[src/ata_write_regs.vh]
`ifndef ATA_WRITE_REGS_VH
`define ATA_WRITE_REGS_VH

// ==========================================================
// Task-file offsets (host address lines)
`define TF_DATA 3'h0
`define TF_FEATURE_ERROR 3'h1
`define TF_SECTOR_COUNT 3'h2
`define TF_SECTOR_NUMBER 3'h3
`define TF_CYLINDER_LOW 3'h4
`define TF_CYLINDER_HIGH 3'h5
`define TF_DRIVE_HEAD 3'h6
`define TF_COMMAND_STATUS 3'h7

// ==========================================================
// Command codes
`define CMD_WRITE_A 8'h30
`define CMD_WRITE_B 8'h31
`define CMD_WRITE_NO_ERASE 8'h38
`define CMD_WRITE_VERIFY 8'h3C

// ==========================================================
// Status bit positions
`define ST_BUSY 7
`define ST_READY 6
`define ST_FAULT 5
`define ST_SEEK_DONE 4
`define ST_DATA_REQ 3
`define ST_CORRECTED 2
`define ST_SPARE 1
`define ST_ERROR 0

// ==========================================================
// Error bit masks
`define ERR_BAD_BLOCK 8'h80
`define ERR_UNCORRECTABLE 8'h40
`define ERR_ID_NOT_FOUND 8'h10
`define ERR_ABORTED 8'h04
`define ERR_MARK_NOT_FOUND 8'h01
`define ERR_WRITE_ALLOWED 8'h95

// ==========================================================
// Drive/head layout and reset values
`define DH_LBA_BIT 6
`define DH_DRIVE_BIT 4
`define DH_FIXED_ONES 8'hA0
`define RST_TASK_BYTE 8'h00
`define RST_SECTOR_COUNT 8'h01
`define RST_SECTOR_NUMBER 8'h01
`define RST_DRIVE_HEAD 8'hA0

`endif

[src/sector_buffer.v]
`timescale 1ns/1ps

// ==========================================================
// Sector buffer: host fills it, media back end drains it
module sector_buffer #(
  parameter WIDTH = 16,
  parameter DEPTH = 256,
  parameter AW = 8
) (
  input wire clk_in,
  input wire ce_in,
  input wire wr_in,
  input wire [AW-1:0] waddr_in,
  input wire [WIDTH-1:0] wdata_in,
  input wire [AW-1:0] raddr_in,
  output reg [WIDTH-1:0] rdata_out
);
  reg [WIDTH-1:0] mem [0:DEPTH-1];

  // Plain flops, no reset: contents are don't-care until filled
  always @(posedge clk_in) begin
    if (ce_in) begin
      if (wr_in) begin
        mem[waddr_in] <= wdata_in;
      end
      rdata_out <= mem[raddr_in];
    end
  end
endmodule // sector_buffer

[src/address_stepper.v]
`timescale 1ns/1ps

// ==========================================================
// Next sector address, LBA or cylinder/head/sector
module address_stepper #(
  parameter SECTORS_PER_TRACK = 63,
  parameter HEADS = 16
) (
  input wire lba_mode_in,
  input wire [3:0] head_in,
  input wire [15:0] cylinder_in,
  input wire [7:0] sector_in,
  output reg [3:0] head_out,
  output reg [15:0] cylinder_out,
  output reg [7:0] sector_out
);
  // Parameters are cut to the field widths on purpose
  localparam [31:0] LAST_SECTOR_FULL = SECTORS_PER_TRACK;
  localparam [31:0] LAST_HEAD_FULL = HEADS - 1;
  localparam [7:0] LAST_SECTOR = LAST_SECTOR_FULL[7:0];
  localparam [3:0] LAST_HEAD = LAST_HEAD_FULL[3:0];
  reg [27:0] lba_next;

  // CHS: sector wraps to 1, then head, then cylinder carry; LBA: plain 28-bit increment
  always @* begin
    lba_next = {head_in, cylinder_in, sector_in} + 28'h000_0001;
    head_out = head_in;
    cylinder_out = cylinder_in;
    sector_out = sector_in + 8'h01;
    if (lba_mode_in) begin
      head_out = lba_next[27:24];
      cylinder_out = lba_next[23:8];
      sector_out = lba_next[7:0];
    end else if (sector_in >= LAST_SECTOR) begin
      sector_out = 8'h01;
      if (head_in >= LAST_HEAD) begin
        head_out = 4'h0;
        cylinder_out = cylinder_in + 16'h0001;
      end else begin
        head_out = head_in + 4'h1;
      end
    end
  end
endmodule // address_stepper

[src/ata_sector_write_command_engine.v]
// Summary of operation
// - Command 30H or 31H starts the sector-write sequence.
// - Sector count 1 to 256; a zero count means 256 sectors.
// - Start at the addressed sector and walk consecutive sectors.
// - On accept, busy first, then data request with busy dropped.
// - No interrupt before the first sector's data request.
// - Full sector in buffer: busy set, data request cleared.
// - Buffer free for next sector: data request, busy off, interrupt.
// - After last sector stay busy until done, then clear and interrupt.
// - A write error stops the command at the failing sector.
// - On error, address registers keep the failing sector.
// - Command 38H behaves exactly like the plain sector write.
// - Command 3CH verifies each sector after writing, same handshake.
// - Drive/head: bits 7 and 5 one, bit 6 LBA, bit 4 drive.
// - LBA mode: cylinder high 23-16, low 15-8, sector number 7-0.
// - Writes report only bad block, ID, aborted, mark errors.
// - Unknown commands post only aborted, with ordinary status bits.
`timescale 1ns/1ps
`include "ata_write_regs.vh"

module ata_sector_write_command_engine #(
  parameter WORDS_PER_SECTOR = 256,
  parameter WORD_AW = 8,
  parameter SECTORS_PER_TRACK = 63,
  parameter HEADS = 16
) (
  input wire CLK_SYS_IN,
  input wire RST_B_IN,
  input wire CE_IN,
  input wire [2:0] HOST_ADDR_IN,
  input wire HOST_WR_IN,
  input wire HOST_RD_IN,
  input wire [15:0] HOST_WDATA_IN,
  output reg [15:0] HOST_RDATA_OUT,
  output reg INTRQ_OUT,
  output reg MEDIA_START_OUT,
  output reg MEDIA_VERIFY_OUT,
  output reg MEDIA_LBA_MODE_OUT,
  output reg [27:0] MEDIA_ADDR_OUT,
  input wire [WORD_AW-1:0] MEDIA_WORD_IN,
  output wire [15:0] MEDIA_DATA_OUT,
  input wire MEDIA_DONE_IN,
  input wire [7:0] MEDIA_ERROR_IN
);
  // ========================================================
  // States, one-hot
  localparam [4:0] S_IDLE = 5'b00001;
  localparam [4:0] S_ACCEPT = 5'b00010;
  localparam [4:0] S_XFER = 5'b00100;
  localparam [4:0] S_MEDIA = 5'b01000;
  localparam [4:0] S_WAIT = 5'b10000;
  // Word index is narrower than the parameter; cut on purpose
  localparam [31:0] LAST_WORD_FULL = WORDS_PER_SECTOR - 1;
  localparam [WORD_AW-1:0] LAST_WORD = LAST_WORD_FULL[WORD_AW-1:0];

  // ========================================================
  // Command decode, used at accept only; verify mode is a separate compare
  function is_write_cmd;
    input [7:0] code;
    begin
      is_write_cmd = (code == `CMD_WRITE_A) || (code == `CMD_WRITE_B) ||
        (code == `CMD_WRITE_NO_ERASE) || (code == `CMD_WRITE_VERIFY);
    end
  endfunction

  // ========================================================
  // Task-file registers and sequencer state
  reg [4:0] state;
  reg [7:0] feature_param;
  reg [7:0] sector_count;
  reg [7:0] sector_number;
  reg [7:0] cylinder_low;
  reg [7:0] cylinder_high;
  reg [7:0] drive_head_select;
  reg [7:0] error_code;
  reg busy;
  reg data_req;
  reg err_flag;
  reg verify_mode;
  reg [8:0] remaining;
  reg [WORD_AW-1:0] word_idx;
  wire [3:0] step_head;
  wire [15:0] step_cyl;
  wire [7:0] step_sec;
  wire tf_write;
  wire data_write;
  wire status_read;
  wire [7:0] device_state;
  wire [7:0] write_err;
  wire [WORD_AW-1:0] next_word_idx;
  wire last_word;
  wire last_sector;

  // ========================================================
  // Host strobes; task file is frozen while busy
  assign tf_write = HOST_WR_IN && !busy && !data_req;
  assign data_write = HOST_WR_IN && data_req && (HOST_ADDR_IN == `TF_DATA);
  assign status_read = HOST_RD_IN && (HOST_ADDR_IN == `TF_COMMAND_STATUS);
  assign write_err = MEDIA_ERROR_IN & `ERR_WRITE_ALLOWED;

  // Sector progress; the index wraps to zero after the last word
  assign next_word_idx = word_idx + {{(WORD_AW-1){1'b0}}, 1'b1};
  assign last_word = (word_idx == LAST_WORD);
  assign last_sector = (remaining == 9'h001);

  // Status byte: ready and seek-complete always, corrected never
  assign device_state[`ST_BUSY] = busy;
  assign device_state[`ST_READY] = 1'b1;
  assign device_state[`ST_FAULT] = 1'b0;
  assign device_state[`ST_SEEK_DONE] = 1'b1;
  assign device_state[`ST_DATA_REQ] = data_req;
  assign device_state[`ST_CORRECTED] = 1'b0;
  assign device_state[`ST_SPARE] = 1'b0;
  assign device_state[`ST_ERROR] = err_flag;

  // ========================================================
  // Sector buffer between host and media
  sector_buffer #(
    .WIDTH(16),
    .DEPTH(WORDS_PER_SECTOR),
    .AW(WORD_AW)
  ) u_buffer (
    .clk_in(CLK_SYS_IN),
    .ce_in(CE_IN),
    .wr_in(data_write),
    .waddr_in(word_idx),
    .wdata_in(HOST_WDATA_IN),
    .raddr_in(MEDIA_WORD_IN),
    .rdata_out(MEDIA_DATA_OUT)
  );

  // Next consecutive sector address
  address_stepper #(
    .SECTORS_PER_TRACK(SECTORS_PER_TRACK),
    .HEADS(HEADS)
  ) u_stepper (
    .lba_mode_in(drive_head_select[`DH_LBA_BIT]),
    .head_in(drive_head_select[3:0]),
    .cylinder_in({cylinder_high, cylinder_low}),
    .sector_in(sector_number),
    .head_out(step_head),
    .cylinder_out(step_cyl),
    .sector_out(step_sec)
  );

  // ========================================================
  // Command sequencer and task file
  always @(posedge CLK_SYS_IN or negedge RST_B_IN) begin
    if (!RST_B_IN) begin
      // Task file to its power-on values
      state <= S_IDLE;
      feature_param <= `RST_TASK_BYTE;
      sector_count <= `RST_SECTOR_COUNT;
      sector_number <= `RST_SECTOR_NUMBER;
      cylinder_low <= `RST_TASK_BYTE;
      cylinder_high <= `RST_TASK_BYTE;
      drive_head_select <= `RST_DRIVE_HEAD;
      error_code <= `RST_TASK_BYTE;
      // Handshake and sequencing flags idle
      busy <= 1'b0;
      data_req <= 1'b0;
      err_flag <= 1'b0;
      verify_mode <= 1'b0;
      remaining <= 9'h000;
      word_idx <= {WORD_AW{1'b0}};
      // Host and media outputs quiet
      INTRQ_OUT <= 1'b0;
      MEDIA_START_OUT <= 1'b0;
      MEDIA_VERIFY_OUT <= 1'b0;
      MEDIA_LBA_MODE_OUT <= 1'b0;
      MEDIA_ADDR_OUT <= 28'h000_0000;
    end else if (CE_IN) begin
      // Start is a one-cycle pulse
      MEDIA_START_OUT <= 1'b0;
      // Reading status acknowledges the interrupt
      if (status_read) begin
        INTRQ_OUT <= 1'b0;
      end
      // Any interrupt set below overrides that clear, so a set is never lost
      case (state)
        S_IDLE: begin
          // Task file open to the host only here
          if (tf_write) begin
            case (HOST_ADDR_IN)
              `TF_FEATURE_ERROR: feature_param <= HOST_WDATA_IN[7:0];
              `TF_SECTOR_COUNT: sector_count <= HOST_WDATA_IN[7:0];
              `TF_SECTOR_NUMBER: sector_number <= HOST_WDATA_IN[7:0];
              `TF_CYLINDER_LOW: cylinder_low <= HOST_WDATA_IN[7:0];
              `TF_CYLINDER_HIGH: cylinder_high <= HOST_WDATA_IN[7:0];
              `TF_DRIVE_HEAD: drive_head_select <= HOST_WDATA_IN[7:0] | `DH_FIXED_ONES;
              `TF_COMMAND_STATUS: begin
                busy <= 1'b1;
                INTRQ_OUT <= 1'b0;
                if (is_write_cmd(HOST_WDATA_IN[7:0])) begin
                  verify_mode <= (HOST_WDATA_IN[7:0] == `CMD_WRITE_VERIFY);
                  remaining <= (sector_count == 8'h00) ? 9'h100 : {1'b0, sector_count};
                  error_code <= `RST_TASK_BYTE;
                  err_flag <= 1'b0;
                  state <= S_ACCEPT;
                end else begin
                  // Unknown code: aborted only, no media access
                  error_code <= `ERR_ABORTED;
                  err_flag <= 1'b1;
                  state <= S_WAIT;
                end
              end
              default: begin
              end
            endcase
          end
        end
        S_ACCEPT: begin
          // Busy held one cycle, then data request; no interrupt here
          busy <= 1'b0;
          data_req <= 1'b1;
          word_idx <= {WORD_AW{1'b0}};
          state <= S_XFER;
        end
        S_XFER: begin
          // One word per data write; the last word hands the sector to media
          if (data_write) begin
            word_idx <= next_word_idx;
            if (last_word) begin
              busy <= 1'b1;
              data_req <= 1'b0;
              MEDIA_START_OUT <= 1'b1;
              MEDIA_VERIFY_OUT <= verify_mode;
              MEDIA_LBA_MODE_OUT <= drive_head_select[`DH_LBA_BIT];
              MEDIA_ADDR_OUT <= {drive_head_select[3:0], cylinder_high, cylinder_low,
                sector_number};
              state <= S_MEDIA;
            end
          end
        end
        S_MEDIA: begin
          // Done is only believed here, so a stray pulse elsewhere is harmless
          if (MEDIA_DONE_IN) begin
            if (write_err != 8'h00) begin
              // Stop here; address registers left on the failing sector
              error_code <= write_err;
              err_flag <= 1'b1;
              sector_count <= remaining[7:0];
              busy <= 1'b0;
              INTRQ_OUT <= 1'b1;
              state <= S_IDLE;
            end else begin
              remaining <= remaining - 9'h001;
              sector_count <= remaining[7:0] - 8'h01;
              if (last_sector) begin
                // Last sector written: release busy and interrupt
                busy <= 1'b0;
                INTRQ_OUT <= 1'b1;
                state <= S_IDLE;
              end else begin
                // Advance to the next consecutive sector
                sector_number <= step_sec;
                cylinder_low <= step_cyl[7:0];
                cylinder_high <= step_cyl[15:8];
                drive_head_select <= {drive_head_select[7:4], step_head};
                busy <= 1'b0;
                data_req <= 1'b1;
                INTRQ_OUT <= 1'b1;
                word_idx <= {WORD_AW{1'b0}};
                state <= S_XFER;
              end
            end
          end
        end
        S_WAIT: begin
          // Aborted command completes one cycle after its busy flash
          busy <= 1'b0;
          INTRQ_OUT <= 1'b1;
          state <= S_IDLE;
        end
        default: begin
          state <= S_IDLE;
        end
      endcase
    end
  end

  // ========================================================
  // Host read data, registered one cycle after the strobe
  always @(posedge CLK_SYS_IN or negedge RST_B_IN) begin
    if (!RST_B_IN) begin
      HOST_RDATA_OUT <= 16'h0000;
    end else if (CE_IN && HOST_RD_IN) begin
      // Offset 1 shows the error byte; the feature byte is write only
      case (HOST_ADDR_IN)
        `TF_FEATURE_ERROR: HOST_RDATA_OUT <= {8'h00, error_code};
        `TF_SECTOR_COUNT: HOST_RDATA_OUT <= {8'h00, sector_count};
        `TF_SECTOR_NUMBER: HOST_RDATA_OUT <= {8'h00, sector_number};
        `TF_CYLINDER_LOW: HOST_RDATA_OUT <= {8'h00, cylinder_low};
        `TF_CYLINDER_HIGH: HOST_RDATA_OUT <= {8'h00, cylinder_high};
        `TF_DRIVE_HEAD: HOST_RDATA_OUT <= {8'h00, drive_head_select};
        `TF_COMMAND_STATUS: HOST_RDATA_OUT <= {8'h00, device_state};
        default: HOST_RDATA_OUT <= 16'h0000; // Data port is write only here
      endcase
    end
  end
endmodule // ata_sector_write_command_engine

[config.mk]
export PLATFORM = sky130hd
export DESIGN_NAME = ata_sector_write_command_engine
export DESIGN_NICKNAME = d
export VERILOG_FILES = /design/src/sector_buffer.v /design/src/address_stepper.v /design/src/ata_sector_write_command_engine.v
export VERILOG_INCLUDE_DIRS = /design/src
export SDC_FILE = /design/constraint.sdc
export NUM_CORES = 2
export LEC_CHECK = 0
export BUFFER_PORTS_ARGS = -buffer_cell sky130_fd_sc_hd__buf_4
export CAP_MARGIN = 10
export CORE_ASPECT_RATIO = 1.2
export CORE_MARGIN = 2
export CORE_UTILIZATION = 46
export CTS_BUF_LIST = sky130_fd_sc_hd__clkbuf_4 sky130_fd_sc_hd__clkbuf_8
export CTS_CLUSTER_DIAMETER = 60
export DETAILED_ROUTE_END_ITERATION = 12
export MAX_ROUTING_LAYER = met4
export PLACE_DENSITY = 0.73
export SYNTH_ARGS = -nofsm -noshare
export SYNTH_HDL_FRONTEND = slang
export SYNTH_SLANG_ARGS = --single-unit
[constraint.sdc]
create_clock -name CLK_SYS_IN -period 5.2 [get_ports CLK_SYS_IN]
set_clock_uncertainty 0.2 [all_clocks]
set_input_delay 1.04 -clock CLK_SYS_IN [delete_from_list [all_inputs] [get_ports CLK_SYS_IN]]
set_output_delay 1.04 -clock CLK_SYS_IN [all_outputs]
set_load 0.01 [all_outputs]
---- After elaboration in Yosys (flattened, before gate mapping) ----
Memories as Yosys holds them, arrays and structs flattened. A register that Yosys moved wholly into a read port is not among the register bits.
Index checks and enable logic that the tools add are counted.
Widths: inputs -> output; s select.
cells by class
  add/subtract/negate cells ............... 7
  mux-type cells .......................... 94
  reductions and logical operators ........ 32
  $lt $le $gt $ge ......................... 2
  bitwise logic cells ..................... 1
  equality and inequality tests ........... 34
operators with widths
  cell                   number
  $mux 8                 31
  $pmux 8 s2             6
  $pmux 8 s7             1
  $mux 9                 6
  $mux 16                3
  $eq 8x6->1 const B     4
  $mux 5                 6
  $add 28x1->28 const B  1
  $ne 2x2->1 const B     14
  $reduce_and 7->1       4
  $mux 1                 25
  $mux 4                 6
  $pmux 8 s3             1
  $pmux 5 s4             1
  $pmux 9 s2             1
  $reduce_and 6->1       3
  $reduce_and 9->1       2
  $add 16x1->16 const B  1
  $add 8x1->8 const B    2
  $reduce_and 5->1       3
  $eq 3x3->1 const B     4
  $eq 9x1->1 const B     1
  $mux 3                 3
  $sub 9x1->9 const B    1
  29 further kinds       40
storage, ports and cells
  memories ................................ 1
  word-level logic and storage cells ...... 191
  memory bits (writable) .................. 4,096
  register bits ........................... 122
memories
  memory        words  width  rd ports  clocked after memory_dff  wr ports  line                source
  u_buffer.mem  256    16     1         1                         1         sector_buffer.v:18  reg [WIDTH-1:0] mem [0:DEPTH-1];

---- Logic depth before layout (Yosys ltp) ----
  depth after elaboration ................. 8
  gate-level depth with buffers ........... 13
  mapped depth without buffers ............ 8

---- By module ----
A second synthesis with hierarchy kept.
second synthesis, totals
  cells, all modules ...................... 8,063
  area total of the unflattened synthesis .. 165,232.2 µm²
modules (own cells, without submodules)
  module                           times used  seq. area each (µm²)  area an instance (µm²)  cells an instance
  sector_buffer                    1           123,478.4             158,406.9               7,358
  ata_sector_write_command_engine  1           2,732.6               6,018.3                 593
  address_stepper                  1           0.0                   807.0                   112

---- Least setup slack after synthesis ----
No wires, ideal clock.
  path type ............................... input to register
  from .................................... input port HOST_ADDR_IN[2]
  to ...................................... memory u_buffer.mem[180][0], enable pin
  stages on the path ...................... 7
  arrival time ............................ 3.252 ns
  setup time .............................. 0.388 ns
  path buffers ............................ 2
  setup slack ............................. 1.359 ns
  cells stage by stage .................... clkbuf_1 > nor4_1 > nand2_1 > nor3b_1 > nand3_1 > clkbuf_1 > nor2_1
on the way
  word-level cells in the longest chain between the ends .. 5
RTL lines
  element                           line                                  source
  start, declared                   ata_sector_write_command_engine.v:30  input wire [2:0] HOST_ADDR_IN,
  $logic_not 3->1 (no source line)  -
  $logic_and 1x1->1                 ata_sector_write_command_engine.v:97  assign data_write = HOST_WR_IN && data_req && (HOST_ADDR_IN == `TF_DATA);
  $mux 1                            sector_buffer.v:23                    if (wr_in) begin
  $mux 1                            sector_buffer.v:22                    if (ce_in) begin
  $mux 1 (implied by the code)      sector_buffer.v:24                    mem[waddr_in] <= wdata_in;
  end, declared                     sector_buffer.v:18
No other way between the ends.

==> results.sh <==
export IMPL_max_cap_viol_count=0
export IMPL_antenna_found_initial=25
export IMPL_cp_top_family="compound AO/OA/AOI/OAI gates"
export IMPL_wirelength_um=436000
export IMPL_drive_above_1_share_pct=28.1
export IMPL_worstRegToRegCells=9
export IMPL_pwr_share_clk_pct=38.3
export IMPL_nNetsFinal=8989
export IMPL_yosys_area_top_type="edfxtp_1"
export IMPL_min_period_ns=4.19
export IMPL_cellLeakagePower_nw=60.6
export IMPL_whs_path_depth=1
export IMPL_syn_cell_area_um2=165000
export IMPL_crit_slowest_cell="a2111oi_0"
export IMPL_reg2reg_from="u_buffer.mem[123][15]"
export IMPL_grt_ovfl_total=0
export IMPL_p_seq_share_pct=55.7
export IMPL_outcome="completed"
export IMPL_dp_hpwl_um=271000
export IMPL_netlist_top_cells_area="edfxtp_1 (75%), mux4_2 (11%), mux2i_1 (2.9%)"
export IMPL_die_h_um=660
export IMPL_setup_slack_ns=1.01
export IMPL_grt_pass1_wl_um=621000
export IMPL_cts_root_buf="clkbuf_8"
export IMPL_drt_pass1_iter_count=6
export IMPL_fillCellCount=27000
export IMPL_hold_path_end="u_buffer.mem[51][15]"
export IMPL_cp_cell_sequence="buf_16, buf_12, buf_4, mux2i_1, o221ai_1, nor3_1, a2111oi_0, buf_4, and3_1, nand3_1, buf_4, nor3_1"
export IMPL_start_util_pct=46.3
export IMPL_async_flop_share_pct=2.58
export IMPL_gp_congestion=0.978
export IMPL_period_share_pct=80.5
export IMPL_yosys_cell_count_top_type="edfxtp_1"
export IMPL_grt_setup_unrepaired="false"
export IMPL_drv_slew=0
export IMPL_cts_resized=0
export IMPL_crit_top_cell="buf_4"
export IMPL_p_comb_share_pct=6.0
export IMPL_crit_buf_inv=5
export IMPL_clockBufferDepth=4
export IMPL_power_density_nw_per_um2=365
export IMPL_netlist_top_cells_count="edfxtp_1 (4112), mux4_2 (828), mux2i_1 (480)"
export IMPL_drt_iter0_drc=13200
export IMPL_r2r_end="u_buffer.rdata_out[15]"
export IMPL_netlist_instances=8035
export IMPL_vias=88000
export IMPL_ios=105
export IMPL_start_kind="primary input"
export IMPL_arrival_ns=5.00
export IMPL_place_area_um2=175000
export IMPL_hp_class="primary input to flip-flop"
export IMPL_wire_per_inst_um=30.8
export IMPL_area_growth_pct=13.2
export IMPL_power_w=0.0682
export IMPL_synth_distinct_cells=89
export IMPL_cts_sinks=4221
export IMPL_grt_usage_pct=24.4
export IMPL_slowest_delay_ns=1.11
export IMPL_synth_edf_count=4112
export IMPL_grt_max_degree=200
export IMPL_setup_viol=0
export IMPL_port_buffers=92
export IMPL_switchingPower_w=0.0158
export IMPL_synth_area_per_cell_um2=20.5
export IMPL_yosysSeqAreaShare_pct=76.5
export IMPL_critPathKind="primary input to flip-flop"
export IMPL_vias_per_cell=6.22
export IMPL_tns_ns=0
export IMPL_crit_fanout=35
export IMPL_rows=240
export IMPL_holdBufCountCts=11
export IMPL_netlist_area_leader_share_pct=74.8
export IMPL_place_ws_ns=0.0310
export IMPL_crit_path_end_kind="flip-flop"
export IMPL_die_area_um2=364000
export IMPL_yosys_most_used_dff="edfxtp_1"
export IMPL_clock_latency_ns=1.28
export IMPL_ys_seq_elements=4221
export IMPL_fmax_mhz=239
export IMPL_dieWidth_um=551
export IMPL_worst_ir_drop_vdd_mv=0.263
export IMPL_yosys_warnings=0
export IMPL_drcViolationCount=0
export IMPL_intPower_w=0.0524
export IMPL_holdCritStartpoint="HOST_WDATA_IN[15]"
export IMPL_hold_viol_final=0
export IMPL_cts_buffers=622
export IMPL_swShare_pct=23.2
export IMPL_postCtsSetupBuffers=0
export IMPL_path_clk_slew_ns=0.06
export IMPL_cp_required_ns=6.01
export IMPL_slew_headroom_pct=8.81
export IMPL_ff2ff_setup_slack_ns=1.63
export IMPL_core_um2=357000
export IMPL_cts_tree="yes"
export IMPL_first_global_vias=87700
export IMPL_ant_nets=0
export IMPL_tightest_slew_ns=1.37
export IMPL_cts_htree_levels=6
export IMPL_design_area_um2=187000
==> power by group through the flow <==
stage / registers, W / logic (W) / clock network [W]
floorplan: 0.0385 / 0.00231 / 0
global placement: 0.0387 / 0.00395 / 0
detailed placement: 0.0387 / 0.00405 / 0
CTS: 0.0380 / 0.00408 / 0.0264
global route: 0.0380 / 0.00432 / 0.0278
finish: 0.0380 / 0.00412 / 0.0261
==> kinds of logic (layout without fill, tap and decap cells) <==
group / Yosys count / after routing / synth area share [%]
buffers and inverters: 514 / 1873 / 1.93
AND/OR/NAND/NOR: 973 / 973 / 2.70
AO/OA/AOI/OAI: 926 / 926 / 3.95
multiplexers: 1382 / 1382 / 14.8
XOR/XNOR: 9 / 9 / 0.0478
adder cells (fa/ha/maj): 9 / 9 / 0.0682
other: 1 / 30 / 0.00227
flip-flops: 4221 / 4221 / 76.5
==> worst max path at each step <==
stage | to | from | slack [ns] | depth (start not counted)
floorplan | u_buffer.mem[180][0] | HOST_ADDR_IN[2] | 1.36 | 7
global placement | u_buffer.rdata_out[15] | MEDIA_WORD_IN[0] | 0.02 | 12
detailed placement | u_buffer.rdata_out[10] | MEDIA_WORD_IN[0] | 0.03 | 8
CTS | u_buffer.rdata_out[15] | MEDIA_WORD_IN[0] | 1.31 | 12
global route | u_buffer.rdata_out[10] | MEDIA_WORD_IN[0] | 1.08 | 8
finish | u_buffer.rdata_out[15] | MEDIA_WORD_IN[0] | 1.01 | 12
==> flip-flops by register name (all words and copies together) (netlist names), 5 cells and up <==
signal,cells
HOST_RDATA_OUT,8
MEDIA_ADDR_OUT,28
cylinder_high,8
cylinder_low,8
drive_head_select,7
remaining,9
sector_count,8
sector_number,8
state,5
u_buffer.mem,4096
u_buffer.rdata_out,16
word_idx,8
==> placed cells by master (no fill, tap or decap), types with 61 or more instances in the layout <==
master,netlist,layout
o21ai_0,129,129
a22oi_1,76,76
clkbuf_8,0,634
nand2_1,188,178
dfrtp_1,105,105
a21oi_1,166,166
clkinv_1,0,148
buf_4,57,668
edfxtp_1,4112,4112
mux4_2,828,828
nor3_1,138,137
nor2_1,418,414
o22ai_1,127,127
mux2_2,61,61
clkbuf_4,2,173
mux2i_1,480,480
nor4_1,63,62
buf_12,13,70
o221ai_1,144,144
==> metrics by stage <==
| stage | hold slack (ns) | cells | utilization (%) |
|---|---|---|---|
| 3_3_place_gp | 0.272 | 13000 | 49.0 |
| 5_1_grt | 0.0568 | 14100 | 52.4 |
| 6_report | 0.0897 | 14100 | 52.4 |
| 3_5_place_dp | 0.273 | 13000 | 49.0 |
| 4_1_cts | 0.00965 | 14100 | 52.4 |
| 2_1_floorplan | 0.245 | 8042 | - |
==> worst reg2reg max path, stage by stage (launching register included) <==
cell and delay, ns:
edfxtp_1 0.34, mux2i_1 0.07, o221ai_1 0.46, nor3_1 0.18, a2111oi_0 1.11, buf_4 0.26, and3_1 0.23, nand3_1 0.11
buf_4 0.19, nor3_1 0.20
==> final cells by class <==
type / count / area (um2) / share of cell area, %
tap: 4719 / 5900 / 3.16
multi-input combinational: 3307 / 35800 / 19.1
clock buffer: 803 / 9970 / 5.34
inverter: 17 / 73.8 / 0.0395
clock inverter: 283 / 2030 / 1.08
sequential: 4221 / 126000 / 67.6
timing repair buffer: 770 / 6830 / 3.66
antenna: 22 / 55.1 / 0.0295
==> routing by layer <==
layer	up-vias	global-route usage (%)	wire, um
li1	35600	-	-
met1	45600	30.9	157000
met2	5804	37.7	209000
met3	1027	5.17	47200
met4	0	11.3	22700
met5	-	-	0
Note: power is estimated with default switching activity, not from simulation.
